--- src/shared/smf_consts.svh ---
// offsets, field positions, reset values and timing counts of the stack monitor register map
`ifndef SMF_CONSTS_SVH
`define SMF_CONSTS_SVH
// register indices: flag, temperature, check and config bytes in read order
`define SMF_IDX_FLAGS_0 4'h0
`define SMF_IDX_FLAGS_1 4'h1
`define SMF_IDX_FLAGS_2 4'h2
`define SMF_IDX_TEMP_0 4'h3
`define SMF_IDX_TEMP_1 4'h4
`define SMF_IDX_TEMP_2 4'h5
`define SMF_IDX_TEMP_3 4'h6
`define SMF_IDX_TEMP_4 4'h7
`define SMF_IDX_CHECK 4'h8
`define SMF_IDX_CFG0 4'h9
// config_byte_zero field positions
`define SMF_CDC_LSB 0
`define SMF_CDC_MSB 2
`define SMF_TEN_CELL_BIT 3
`define SMF_POLL_BIT 4
`define SMF_PIN_ONE_BIT 5
`define SMF_PIN_TWO_BIT 6
// temperature_status_rev field positions
`define SMF_THERMAL_SHUTDOWN_SEEN_BIT 4
`define SMF_REV_LSB 5
// reset values and the forced duty code
`define SMF_CDC_RESET 3'h0
`define SMF_CDC_FORCED 3'h5
`define SMF_TEN_CELL_RESET 1'h0
`define SMF_POLL_RESET 1'h0
`define SMF_PIN_RESET 1'h1
// cycle counts of 1 ms at 125 MHz
`define SMF_CLK_MHZ 125
`define SMF_MS_CYCLES (`SMF_CLK_MHZ * 1000)
`endif

--- src/shared/smf_pkg.sv ---
// types of the stack monitor register map
package smf_pkg;
  typedef enum logic [2:0] {
    smf_cdc_standby, smf_cdc_off, smf_cdc_13, smf_cdc_130,
    smf_cdc_500, smf_cdc_130_pd, smf_cdc_500_pd, smf_cdc_2000_pd
  } smf_cdc_t;
  typedef struct packed {
    logic [11:0] volts;
  } smf_cell_t;
  typedef struct packed {
    logic [11:0] ext_one;
    logic [11:0] ext_two;
    logic [11:0] internal;
  } smf_temp_t;
  typedef struct packed {
    logic vref_on;
    logic comparator_on;
  } smf_power_t;
endpackage : smf_pkg

--- src/verilog/smf_regmap.sv ---
// register map of the stack monitor: flags, temperatures, check byte, config byte zero
`timescale 1ns/100ps
`include "smf_consts.svh"
//
// Behaviour
// - flag bytes alternate under then over, cells 1-12
// - ten-cell mode zeroes cell 11 and 12 flags
// - external temperatures packed little-endian across bytes
// - internal temp, shutdown bit, revision in bytes 3-4
// - read-only check byte over returned data
// - duty code 0 is standby, comparator off
// - codes 2-7 select comparator period and reference, code 1 keeps reference only
// - measure-mode pin low forces duty code 5
// - poll style bit 0 toggle, 1 level
// - pin one written 0 pulls down, default off
// - pin one reads its sampled level
// - pin two written 0 pulls down, default off
// - pin two reads its sampled level
// - thresholds are code times 16 times 1.5 mV
// - shutdown bit sticky until temperature group read
module smf_regmap #(
  parameter int unsigned MS_CYCLES = `SMF_MS_CYCLES,
  parameter logic [2:0] REV_CODE = 3'h1 // arbitrary value
) (
  // clock and reset
  input wire logic clk,
  input wire logic rst_n,
  // register access
  input wire logic [3:0] reg_idx,
  input wire logic reg_wr,
  input wire logic [7:0] reg_wdata,
  input wire logic reg_rd,
  input wire logic temp_group_done,
  output logic [7:0] reg_rdata,
  output logic [7:0] packet_check_byte,
  // measurement inputs
  input wire smf_pkg::smf_cell_t [11:0] cell_volts,
  input wire smf_pkg::smf_temp_t temps,
  input wire logic [7:0] under_threshold,
  input wire logic [7:0] over_threshold,
  input wire logic [11:0] cell_mask,
  input wire logic shutdown_event,
  // pins
  input wire logic measure_mode_pin_n,
  input wire logic general_pin_one_in,
  input wire logic general_pin_two_in,
  output logic general_pin_one_pd,
  output logic general_pin_two_pd,
  // mode outputs
  output smf_pkg::smf_cdc_t comparator_duty_code,
  output smf_pkg::smf_power_t power_state,
  output logic ten_cell_select,
  output logic poll_style_select,
  output logic compare_tick
);
  import smf_pkg::*;

  // ==========================================================
  // pin synchronisers
  logic [2:0] pin_meta;
  logic [2:0] pin_sync;
  always_ff @(posedge clk or negedge rst_n) begin
    if (!rst_n) begin
      pin_meta <= 3'h7;
      pin_sync <= 3'h7;
    end else begin
      pin_meta <= {measure_mode_pin_n, general_pin_two_in, general_pin_one_in};
      pin_sync <= pin_meta;
    end
  end
  wire mm_low = !pin_sync[2];
  wire pin_one_level = pin_sync[0];
  wire pin_two_level = pin_sync[1];

  // ==========================================================
  // config byte zero
  logic [2:0] cdc_written;
  logic pin_one_ctl;
  logic pin_two_ctl;
  wire cfg_wr = reg_wr && (reg_idx == `SMF_IDX_CFG0);
  always_ff @(posedge clk or negedge rst_n) begin
    if (!rst_n) begin
      cdc_written <= `SMF_CDC_RESET;
      ten_cell_select <= `SMF_TEN_CELL_RESET;
      poll_style_select <= `SMF_POLL_RESET;
      pin_one_ctl <= `SMF_PIN_RESET;
      pin_two_ctl <= `SMF_PIN_RESET;
    end else if (cfg_wr) begin
      cdc_written <= reg_wdata[`SMF_CDC_MSB:`SMF_CDC_LSB];
      ten_cell_select <= reg_wdata[`SMF_TEN_CELL_BIT];
      poll_style_select <= reg_wdata[`SMF_POLL_BIT];
      pin_one_ctl <= reg_wdata[`SMF_PIN_ONE_BIT];
      pin_two_ctl <= reg_wdata[`SMF_PIN_TWO_BIT];
    end
  end
  assign general_pin_one_pd = !pin_one_ctl;
  assign general_pin_two_pd = !pin_two_ctl;

  wire [2:0] cdc_eff = mm_low ? `SMF_CDC_FORCED : cdc_written;
  assign comparator_duty_code = smf_cdc_t'(cdc_eff);

  // ==========================================================
  // comparator period, in milliseconds per duty code
  function automatic logic [11:0] period_ms(input logic [2:0] code);
    case (code)
      3'h2: period_ms = 12'd13;
      3'h3, 3'h5: period_ms = 12'd130;
      3'h4, 3'h6: period_ms = 12'd500;
      3'h7: period_ms = 12'd2000;
      default: period_ms = 12'h000;
    endcase
  endfunction : period_ms
  wire cmp_on = (cdc_eff > 3'h1);
  assign power_state.comparator_on = cmp_on;
  assign power_state.vref_on = (cdc_eff >= 3'h1) && (cdc_eff <= 3'h4);

  logic [31:0] ms_div;
  logic [11:0] ms_count;
  wire ms_tick = (ms_div == MS_CYCLES - 1);
  wire period_end = ms_tick && (ms_count >= period_ms(cdc_eff) - 12'h001);
  always_ff @(posedge clk or negedge rst_n) begin
    if (!rst_n) begin
      ms_div <= 32'h0;
      ms_count <= 12'h000;
    end else if (!cmp_on) begin
      ms_div <= 32'h0;
      ms_count <= 12'h000;
    end else begin
      ms_div <= ms_tick ? 32'h0 : ms_div + 32'h1;
      if (ms_tick) begin
        ms_count <= period_end ? 12'h000 : ms_count + 12'h001;
      end
    end
  end
  assign compare_tick = cmp_on && period_end;

  // ==========================================================
  // limit flags: threshold is code * 16 counts of 1.5 mV
  logic [23:0] flags;
  wire [11:0] uv_lim = {under_threshold, 4'h0};
  wire [11:0] ov_lim = {over_threshold, 4'h0};
  logic [23:0] next_flags;
  generate
    for (genvar c = 0; c < 12; c++) begin : g_cell
      wire live = !(ten_cell_select && c >= 10);
      assign next_flags[2*c] = cell_mask[c] ? flags[2*c] :
        live && (cell_volts[c].volts < uv_lim);
      assign next_flags[2*c+1] = cell_mask[c] ? flags[2*c+1] :
        live && (cell_volts[c].volts > ov_lim);
    end
  endgenerate
  always_ff @(posedge clk or negedge rst_n) begin
    if (!rst_n) begin
      flags <= 24'h0;
    end else if (compare_tick) begin
      flags <= next_flags;
    end
  end
  wire [23:0] flags_view = ten_cell_select ? {4'h0, flags[19:0]} : flags;

  // ==========================================================
  // thermal shutdown: set wins over read clear
  logic thermal_shutdown_seen;
  always_ff @(posedge clk or negedge rst_n) begin
    if (!rst_n) begin
      thermal_shutdown_seen <= 1'h0;
    end else if (shutdown_event) begin
      thermal_shutdown_seen <= 1'h1;
    end else if (temp_group_done) begin
      thermal_shutdown_seen <= 1'h0;
    end
  end

  // ==========================================================
  // read view
  wire [7:0] config_byte_zero = {1'h0, pin_two_level, pin_one_level, poll_style_select,
    ten_cell_select, cdc_eff};
  wire [7:0] temp_byte_1 = {temps.ext_two[3:0], temps.ext_one[11:8]};
  wire [7:0] temperature_status_rev = {REV_CODE, thermal_shutdown_seen,
    temps.internal[11:8]};
  wire [7:0] sel_byte =
    (reg_idx == `SMF_IDX_FLAGS_0) ? flags_view[7:0] :
    (reg_idx == `SMF_IDX_FLAGS_1) ? flags_view[15:8] :
    (reg_idx == `SMF_IDX_FLAGS_2) ? flags_view[23:16] :
    (reg_idx == `SMF_IDX_TEMP_0) ? temps.ext_one[7:0] :
    (reg_idx == `SMF_IDX_TEMP_1) ? temp_byte_1 :
    (reg_idx == `SMF_IDX_TEMP_2) ? temps.ext_two[11:4] :
    (reg_idx == `SMF_IDX_TEMP_3) ? temps.internal[7:0] :
    (reg_idx == `SMF_IDX_TEMP_4) ? temperature_status_rev :
    (reg_idx == `SMF_IDX_CHECK) ? packet_check_byte :
    (reg_idx == `SMF_IDX_CFG0) ? config_byte_zero : 8'h00;

  // check byte: crc-8, polynomial x^8+x^2+x+1, restarts after it is read
  function automatic logic [7:0] crc8(input logic [7:0] crc, input logic [7:0] data);
    logic [7:0] c;
    c = crc;
    for (int i = 7; i >= 0; i--) begin
      c = (c[7] ^ data[i]) ? ((c << 1) ^ 8'h07) : (c << 1);
    end
    return c;
  endfunction : crc8
  wire check_rd = reg_rd && (reg_idx == `SMF_IDX_CHECK);
  always_ff @(posedge clk or negedge rst_n) begin
    if (!rst_n) begin
      reg_rdata <= 8'h00;
      packet_check_byte <= 8'h41;
    end else if (reg_rd) begin
      reg_rdata <= sel_byte;
      packet_check_byte <= check_rd ? 8'h41 : crc8(packet_check_byte, sel_byte);
    end
  end

  // ==========================================================
  // assertions
  a_forced_cdc: assert property (@(posedge clk) disable iff (!rst_n)
    mm_low |-> comparator_duty_code == smf_cdc_130_pd)
    else $error("duty code not forced while measure pin low");
  a_ten_cell_zero: assert property (@(posedge clk) disable iff (!rst_n)
    ten_cell_select |-> flags_view[23:20] == 4'h0)
    else $error("cell 11/12 flags visible in ten-cell mode");
  a_standby_off: assert property (@(posedge clk) disable iff (!rst_n)
    (cdc_eff == 3'h0) |-> !power_state.comparator_on && !power_state.vref_on)
    else $error("standby leaves comparator or reference on");
  a_ref_down: assert property (@(posedge clk) disable iff (!rst_n)
    (cdc_eff >= 3'h5) |-> power_state.comparator_on && !power_state.vref_on)
    else $error("reference not powered down for codes 5-7");
  a_shutdown_sticky: assert property (@(posedge clk) disable iff (!rst_n)
    shutdown_event |=> thermal_shutdown_seen)
    else $error("shutdown event lost");
  a_shutdown_clear: assert property (@(posedge clk) disable iff (!rst_n)
    temp_group_done && !shutdown_event |=> !thermal_shutdown_seen)
    else $error("shutdown bit not cleared by group read");
  a_pin_one_pd: assert property (@(posedge clk) disable iff (!rst_n)
    cfg_wr && !reg_wdata[`SMF_PIN_ONE_BIT] |=> general_pin_one_pd)
    else $error("pin one pull-down not on after write of 0");
  a_pin_two_pd: assert property (@(posedge clk) disable iff (!rst_n)
    cfg_wr && reg_wdata[`SMF_PIN_TWO_BIT] |=> !general_pin_two_pd)
    else $error("pin two pull-down not off after write of 1");
  a_flag_hold: assert property (@(posedge clk) disable iff (!rst_n)
    !compare_tick |=> $stable(flags))
    else $error("flags changed outside evaluation");
  a_read_temp4: assert property (@(posedge clk) disable iff (!rst_n)
    reg_rd && reg_idx == `SMF_IDX_TEMP_4 |=> reg_rdata[7:5] == REV_CODE)
    else $error("revision code misplaced");
  c_compare: cover property (@(posedge clk) disable iff (!rst_n) compare_tick);
  c_shutdown: cover property (@(posedge clk) disable iff (!rst_n)
    thermal_shutdown_seen ##1 temp_group_done);
  c_ten_cell: cover property (@(posedge clk) disable iff (!rst_n)
    ten_cell_select && reg_rd && reg_idx == `SMF_IDX_FLAGS_2);
endmodule : smf_regmap

--- config.mk ---
export PLATFORM = sky130hd
export DESIGN_NAME = smf_regmap
export DESIGN_NICKNAME = d
export VERILOG_FILES = /design/src/shared/smf_pkg.sv /design/src/verilog/smf_regmap.sv
export VERILOG_INCLUDE_DIRS = /design/src /design/src/shared
export SDC_FILE = /design/constraint.sdc
export NUM_CORES = 1
export LEC_CHECK = 0
export ABC_AREA = 1
export BUFFER_PORTS_ARGS = -buffer_cell sky130_fd_sc_hd__buf_2
export CAP_MARGIN = 20
export CORE_ASPECT_RATIO = 0.8
export CORE_UTILIZATION = 55
export CTS_CLUSTER_DIAMETER = 100
export CTS_CLUSTER_SIZE = 20
export DETAILED_ROUTE_END_ITERATION = 10
export GPL_ROUTABILITY_DRIVEN = 0
export PLACE_DENSITY = 0.92
export REMOVE_ABC_BUFFERS = 1
export SLEW_MARGIN = 20
export SYNTH_ARGS = -nofsm -noshare
export SYNTH_HDL_FRONTEND = slang
export SYNTH_SLANG_ARGS = --single-unit
--- constraint.sdc ---
create_clock -name clk -period 3.6 [get_ports clk]
set_input_delay 0.54 -clock clk [delete_from_list [all_inputs] [get_ports clk]]
set_output_delay 0.54 -clock clk [all_outputs]
set_load 0.05 [all_outputs]
# Word-level counts from Yosys, hierarchy flattened
# Cells that the tools add are included.
# op_classes
n_addsub,3
eq_ne,17
div,0
muxes,29
multipliers,0
bitwise_logic,28
n_lt_le_gt_ge,28
shift,0
reduce_logical,28
# ops
cell,count
12-bit greater-than comparator,12
12-bit < comparator,12
8-bit two-way mux,10
32-bit two-way mux,2
11-bit case mux with 4 select lines,1
12-bit two-way mux,3
"32-bit by 1-bit adder with 32-bit output, second input constant",1
"32-bit by 17-bit == test with 1-bit output, second input constant",1
3-bit two-way mux,9
24-bit two-way mux,1
3-bit NOT,8
2-bit AND reduction,12
"4-bit by 3-bit == test with 1-bit output, second input constant",4
"12-bit by 1-bit adder with 12-bit output, second input constant",1
"3-bit == test, second input constant",4
12-bit >= comparator,1
1-bit NOT,12
"12-bit by 1-bit subtractor with 12-bit output, second input constant",1
1-bit logical AND,9
"4-bit by 2-bit == test with 1-bit output, second input constant",2
"4-bit == test, second input constant",2
1-bit bitwise XOR,8
7-bit two-way mux,1
"3-bit by 2-bit == test with 1-bit output, second input constant",2
10 further kinds,14
# word_totals
output_inout_bits,26
register_bits,98
rom_bits,0
latchBits,0
inputBits,229
wordCells,157
n_memories,0
ramBits,0

# Depth between registers and ports, before layout
# logic_depth
word_depth,28
depth_mapped,23
mapped_depth_nobuf,22

# Worst setup path after synthesis
# Ideal clock, no wire load.
# synth_path
path_kind,register to output
from,register pin_sync[2]
to,output compare_tick
path_stages_with_launch,18
path_slack_ps,-94
arrival_ps,3154
path_buffers,1
cell_sequence,dfstp_2 -> nand2_1 -> nor3_1 -> inv_1 -> ha_1 -> xor2_1 -> ha_1 -> inv_1 -> o21bai_1 -> a21oi_1 -> o21ai_0 -> nand2_1 -> nand2_1 -> nand2_1 -> nand2_1 -> nand2_1 -> clkbuf_1 -> inv_1
# synth_between
elab_chain_len,8
word_cells_on_any_way,15
# synth_rtl
item,line_no,source
from (decl),smf_regmap.sv:61,logic [2:0] pin_sync;
from (signal assigned),smf_regmap.sv:68,pin_sync <= pin_meta;
3-bit two-way mux *,smf_regmap.sv:99,wire [2:0] cdc_eff = mm_low ? `SMF_CDC_FORCED : cdc_written;
named net comparator_duty_code[2],smf_regmap.sv:50,"output smf_pkg::smf_cdc_t comparator_duty_code,"
3-bit == test or 3-bit by 2-bit == test with 1-bit output (tied branches),smf_regmap.sv:105,case (code)
2-bit OR reduction,smf_regmap.sv:105,
11-bit case mux with 4 select lines,smf_regmap.sv:105,
12-bit by 1-bit subtractor with 12-bit output,smf_regmap.sv:120,wire period_end = ms_tick && (ms_count >= period_ms(cdc_eff) - 12'h001);
12-bit >= comparator,smf_regmap.sv:120,
1-bit logical AND,smf_regmap.sv:120,
1-bit logical AND *,smf_regmap.sv:135,assign compare_tick = cmp_on && period_end;
to (decl),smf_regmap.sv:54,output logic compare_tick
# Mark *: on every way through the listed nets, which the timed path passes. The rest lies on a longest branch.

# Worst setup path after layout
# layout_path
from,register pin_sync[2]
to,output compare_tick
# layout_between
elab_chain_len,8
word_cells_on_any_way,15
# layout_rtl
item,line_no
3-bit two-way mux *,smf_regmap.sv:99
3-bit == test or 3-bit by 2-bit == test with 1-bit output (tied branches),smf_regmap.sv:105
2-bit OR reduction,smf_regmap.sv:105
11-bit case mux with 4 select lines,smf_regmap.sv:105
12-bit by 1-bit subtractor with 12-bit output,smf_regmap.sv:120
12-bit >= comparator,smf_regmap.sv:120
1-bit logical AND,smf_regmap.sv:120
1-bit logical AND *,smf_regmap.sv:135
# Mark *: on every way between the ends. The rest lies on a longest branch, timed or not.

==> impl_metrics.prom <==
# TYPE chip_impl_metric gauge
chip_impl_metric{name="share_of_cells_above_drive_strength_1",unit="%"} 20.7
chip_impl_metric{name="ctsLongestPathBuffers",unit=""} 2
chip_impl_metric{name="timing_worst_slew_pin_value",unit="ps"} 985
chip_impl_info{name="timing.critical_path.from_type",value="flip-flop"} 1
chip_impl_metric{name="timing_hold_violations_final",unit=""} 0
chip_impl_metric{name="cts_made_buffers",unit=""} 9
chip_impl_metric{name="share_comb_of_total_power",unit="%"} 44.1
chip_impl_metric{name="postSynthRegisterBits",unit=""} 98
chip_impl_metric{name="worst-endpoint-required",unit="ps"} 3060
chip_impl_metric{name="hold_slack",unit="ps"} 268
chip_impl_metric{name="post_route_core_utilization",unit="%"} 67.8
chip_impl_metric{name="dpl.hpwl",unit="um"} 24600
chip_impl_metric{name="synth_enable_flop_cells",unit=""} 0
chip_impl_info{name="layout_commonest_cell",value="nand2_1"} 1
chip_impl_metric{name="synth_area_per_cell",unit="um2"} 7.38
chip_impl_metric{name="switching_share",unit="%"} 43.1
chip_impl_metric{name="net-switching-power",unit="mW"} 1.78
chip_impl_metric{name="initial_utilization",unit="%"} 56.4
chip_impl_metric{name="grt_start_max_net_pins",unit=""} 65
chip_impl_metric{name="route.detailed.wl_per_inst",unit="um"} 16.8
chip_impl_metric{name="die_width",unit="um"} 151
chip_impl_metric{name="drv_cap",unit=""} 0
chip_impl_metric{name="final.setup_skew",unit="ps"} 14.8
chip_impl_info{name="critPathKind",value="reg2out"} 1
chip_impl_metric{name="arrival_time_at_the_worst_endpoint",unit="ps"} 2920
chip_impl_metric{name="vias_in_the_first_global_route",unit=""} 10400
chip_impl_metric{name="design.die.area",unit="mm2"} 0.0184
chip_impl_metric{name="power.clock.fraction",unit="%"} 21.7
chip_impl_info{name="timing.critical_path.to_type",value="primary output"} 1
chip_impl_metric{name="grt_usage",unit="%"} 34.1
chip_impl_metric{name="synth.lib_cells_used.distinct",unit=""} 47
chip_impl_metric{name="route.antenna.remaining_nets",unit=""} 0
chip_impl_info{name="ctsRootBufferMaster",value="clkbuf_16"} 1
chip_impl_metric{name="fp-row-count",unit=""} 43
chip_impl_metric{name="htreeDepth",unit=""} 3
chip_impl_metric{name="drt-vias-per-instance",unit=""} 5.90
chip_impl_metric{name="timing.slew.headroom",unit="%"} 32.7
chip_impl_info{name="tritoncts",value="built"} 1
chip_impl_metric{name="achievable-frequency",unit="MHz"} 289
chip_impl_metric{name="synthDominantCellAreaShare",unit="%"} 24.8
chip_impl_info{name="synth_top_cell_by_area",value="ha_1"} 1
chip_impl_metric{name="grt_pass1_wl",unit="um"} 48900
chip_impl_metric{name="post-route-cell-area",unit="mm2"} 0.0118
chip_impl_metric{name="final_net_count",unit=""} 2025
chip_impl_metric{name="setup_viol",unit=""} 0
chip_impl_metric{name="wl",unit="um"} 30900
chip_impl_metric{name="pwr-share-seq",unit="%"} 34.2
chip_impl_metric{name="vias",unit=""} 10800
chip_impl_metric{name="fill_cells",unit=""} 1406
chip_impl_metric{name="antenna_found_initial",unit=""} 5
chip_impl_metric{name="detail_route.drc_violations",unit=""} 0
chip_impl_metric{name="power_report.internal_total",unit="mW"} 2.35
chip_impl_metric{name="cellLeakagePower",unit="nW"} 6.25
chip_impl_metric{name="number_of_design_rule_violations_left_by_the_first_detailed_router_iteration",unit=""} 766
chip_impl_metric{name="synth_cells",unit=""} 1332
chip_impl_metric{name="grt_overflow_total",unit=""} 0
chip_impl_info{name="ys_dominant_reg_cell",value="dfrtp_1"} 1
chip_impl_info{name="type_of_the_tightest_min_delay_check",value="in2async"} 1
chip_impl_metric{name="finalCriticalPeriod",unit="ps"} 3460
chip_impl_metric{name="placement.cell_area",unit="mm2"} 0.0114
chip_impl_metric{name="peakVddDrop",unit="mV"} 0.294
chip_impl_metric{name="port-buffer-count",unit=""} 253
chip_impl_metric{name="die_h",unit="um"} 122
chip_impl_metric{name="async_flop_share",unit="%"} 100
chip_impl_info{name="most-common-layout-cells",value="273 x nand2_1, 251 x buf_2, 193 x ha_1, 161 x inv_1, 111 x nor2_1"} 1
chip_impl_metric{name="area_delta_synth_final",unit="%"} 20.2
chip_impl_info{name="cell_types_with_the_largest_area_share_after_synthesis",value="ha_1 25%, dfrtp_1 22%, nand2_1 11%"} 1
chip_impl_metric{name="floorplan.io_pins",unit=""} 255
chip_impl_metric{name="firstDrtPassIters",unit=""} 5
chip_impl_metric{name="clkSinkCount",unit=""} 98
chip_impl_metric{name="mappedNetlistArea",unit="mm2"} 0.00983
chip_impl_metric{name="synth-seq-area-share",unit="%"} 25.1
chip_impl_metric{name="power-per-cell-area",unit="mW/mm2"} 350
chip_impl_info{name="outcome",value="completed"} 1
chip_impl_metric{name="report.final.slew_viol_count",unit=""} 0
chip_impl_metric{name="synth-warning-count",unit=""} 0
chip_impl_metric{name="clkSlewWorstSetupHoldPaths",unit="ps"} 80
chip_impl_metric{name="part_of_the_cycle_the_worst_path_needs",unit="%"} 96.1
chip_impl_metric{name="clock_insertion_delay_at_the_later_pin_of_the_skew_report",unit="ps"} 360
chip_impl_metric{name="core_area",unit="mm2"} 0.0174
chip_impl_metric{name="critical_path.max_fanout",unit=""} 3
[area by class of cell]
class	count	area [um2]	area share, %
diodes	4	10.0	0.0847
clock buffers	12	236	2.00
clock inverters	4	30.0	0.254
inverters	174	653	5.53
multi-input cells	1047	6730	56.9
flip-flops and latches	98	2460	20.9
well taps	225	282	2.38
repair buffers	271	1410	12.0
[synthesized netlist by cell type, types with 3 or more instances]
cell	n
inv_2	8
nor4_1	11
dfrtp_1	88
a211oi_1	4
xor2_1	12
nand2_2	4
a21oi_1	101
or4_1	5
inv_1	164
nand2_1	278
nand3_1	75
o21bai_1	7
ha_1	195
a21o_1	6
nor3_1	33
a2111oi_0	10
a31oi_1	14
buf_4	3
nand4_1	52
dfstp_2	10
o21a_1	3
o211ai_1	17
o21ai_0	53
clkbuf_1	10
nor2_2	4
o22ai_1	9
a32oi_1	5
a221oi_1	3
a21boi_0	12
nor2_1	113
[per-stage QoR]
step,setup slack (ps),cells,TNS (ps),total power [mW]
final,141,1835,0,4.13
after global routing,-32.1,1834,-32.1,4.40
after CTS,5.12,1825,0,4.07
after global placement,406,1809,0,3.08
after detailed placement,336,1809,0,3.17
after floorplan,-198,1319,-198,2.58
[worst paths after layout]
kind                               startpoint  slack [ps]        endpoint  cells past startpoint
max in group asynchronous               rst_n        2510     pin_meta[0]                      2
min reg2reg                       pin_meta[2]         350     pin_sync[2]                      0
max                               pin_sync[2]         140    compare_tick                     20
min in group clk           general_pin_two_in         280     pin_meta[1]                      1
min                                     rst_n         270  cdc_written[2]                      1
max reg2reg                       pin_sync[2]         480     ms_count[9]                     21
[state kept, by name (all words and copies together), names as in the netlist]
name / flops
ms_div: 32
packet_check_byte: 8
pin_one_ctl: 1
pin_meta: 3
ms_count: 12
reg_rdata: 8
pin_two_ctl: 1
poll_style_select: 1
cdc_written: 3
pin_sync: 3
flags: 24
thermal_shutdown_seen: 1
ten_cell_select: 1
[power by group through the flow]
stage | logic, mW | clock network [mW] | registers (mW)
3_3_place_gp | 1.66 | 0 | 1.42
6_report | 1.82 | 0.897 | 1.42
4_1_cts | 1.76 | 0.902 | 1.41
2_1_floorplan | 0.977 | 0 | 1.60
3_5_place_dp | 1.74 | 0 | 1.43
5_1_grt | 2.01 | 0.955 | 1.44
[critical path: stages (launching register included)]
cell and delay, ps:
dfstp_2 570, nand2_2 60, inv_2 70, nand2_2 80, nor2_4 130, nor2_1 60, nand2_1 120, ha_4 170
a21oi_1 80, ha_1 300, nand2_1 60, nor2_1 60, a211oi_2 170, o21ai_1 110, nand2_1 100, nand2_1 50
nand2_1 70, nand2_2 50, nand2_2 80, inv_2 40, buf_8 140
[logic make-up (layout without fill, tap and decap cells)]
family,Yosys count,after routing,synth area share (%)
AND/OR/NAND/NOR,585,585,26.2
AO/OA/AOI/OAI,253,253,15.4
adder cells (fa/ha/maj),195,195,24.8
buffers and inverters,187,461,7.25
flip-flops,98,98,25.1
XOR/XNOR,13,13,1.16
multiplexers,1,1,0.115
other,0,4,0
[timing repair]
action	in CTS	in global routing
endpoints found under the setup margin	1	1
hold endpoints to repair	0	0
hold buffers	0	0
gates resized for setup	3	20
buffers inserted	0	6
cloned	0	0
pin swaps	0	10
[layer usage]
layer  vias to the layer above  share of wire, %  global-route usage, %
met5                         -                 0                      0
met4                         0               3.9                   14.6
met3                       104               8.9                   6.78
met2                       526                47                   56.7
met1                      4995                41                   43.0
li1                       5200                 -                      -
(Power assumes the default switching activity.)
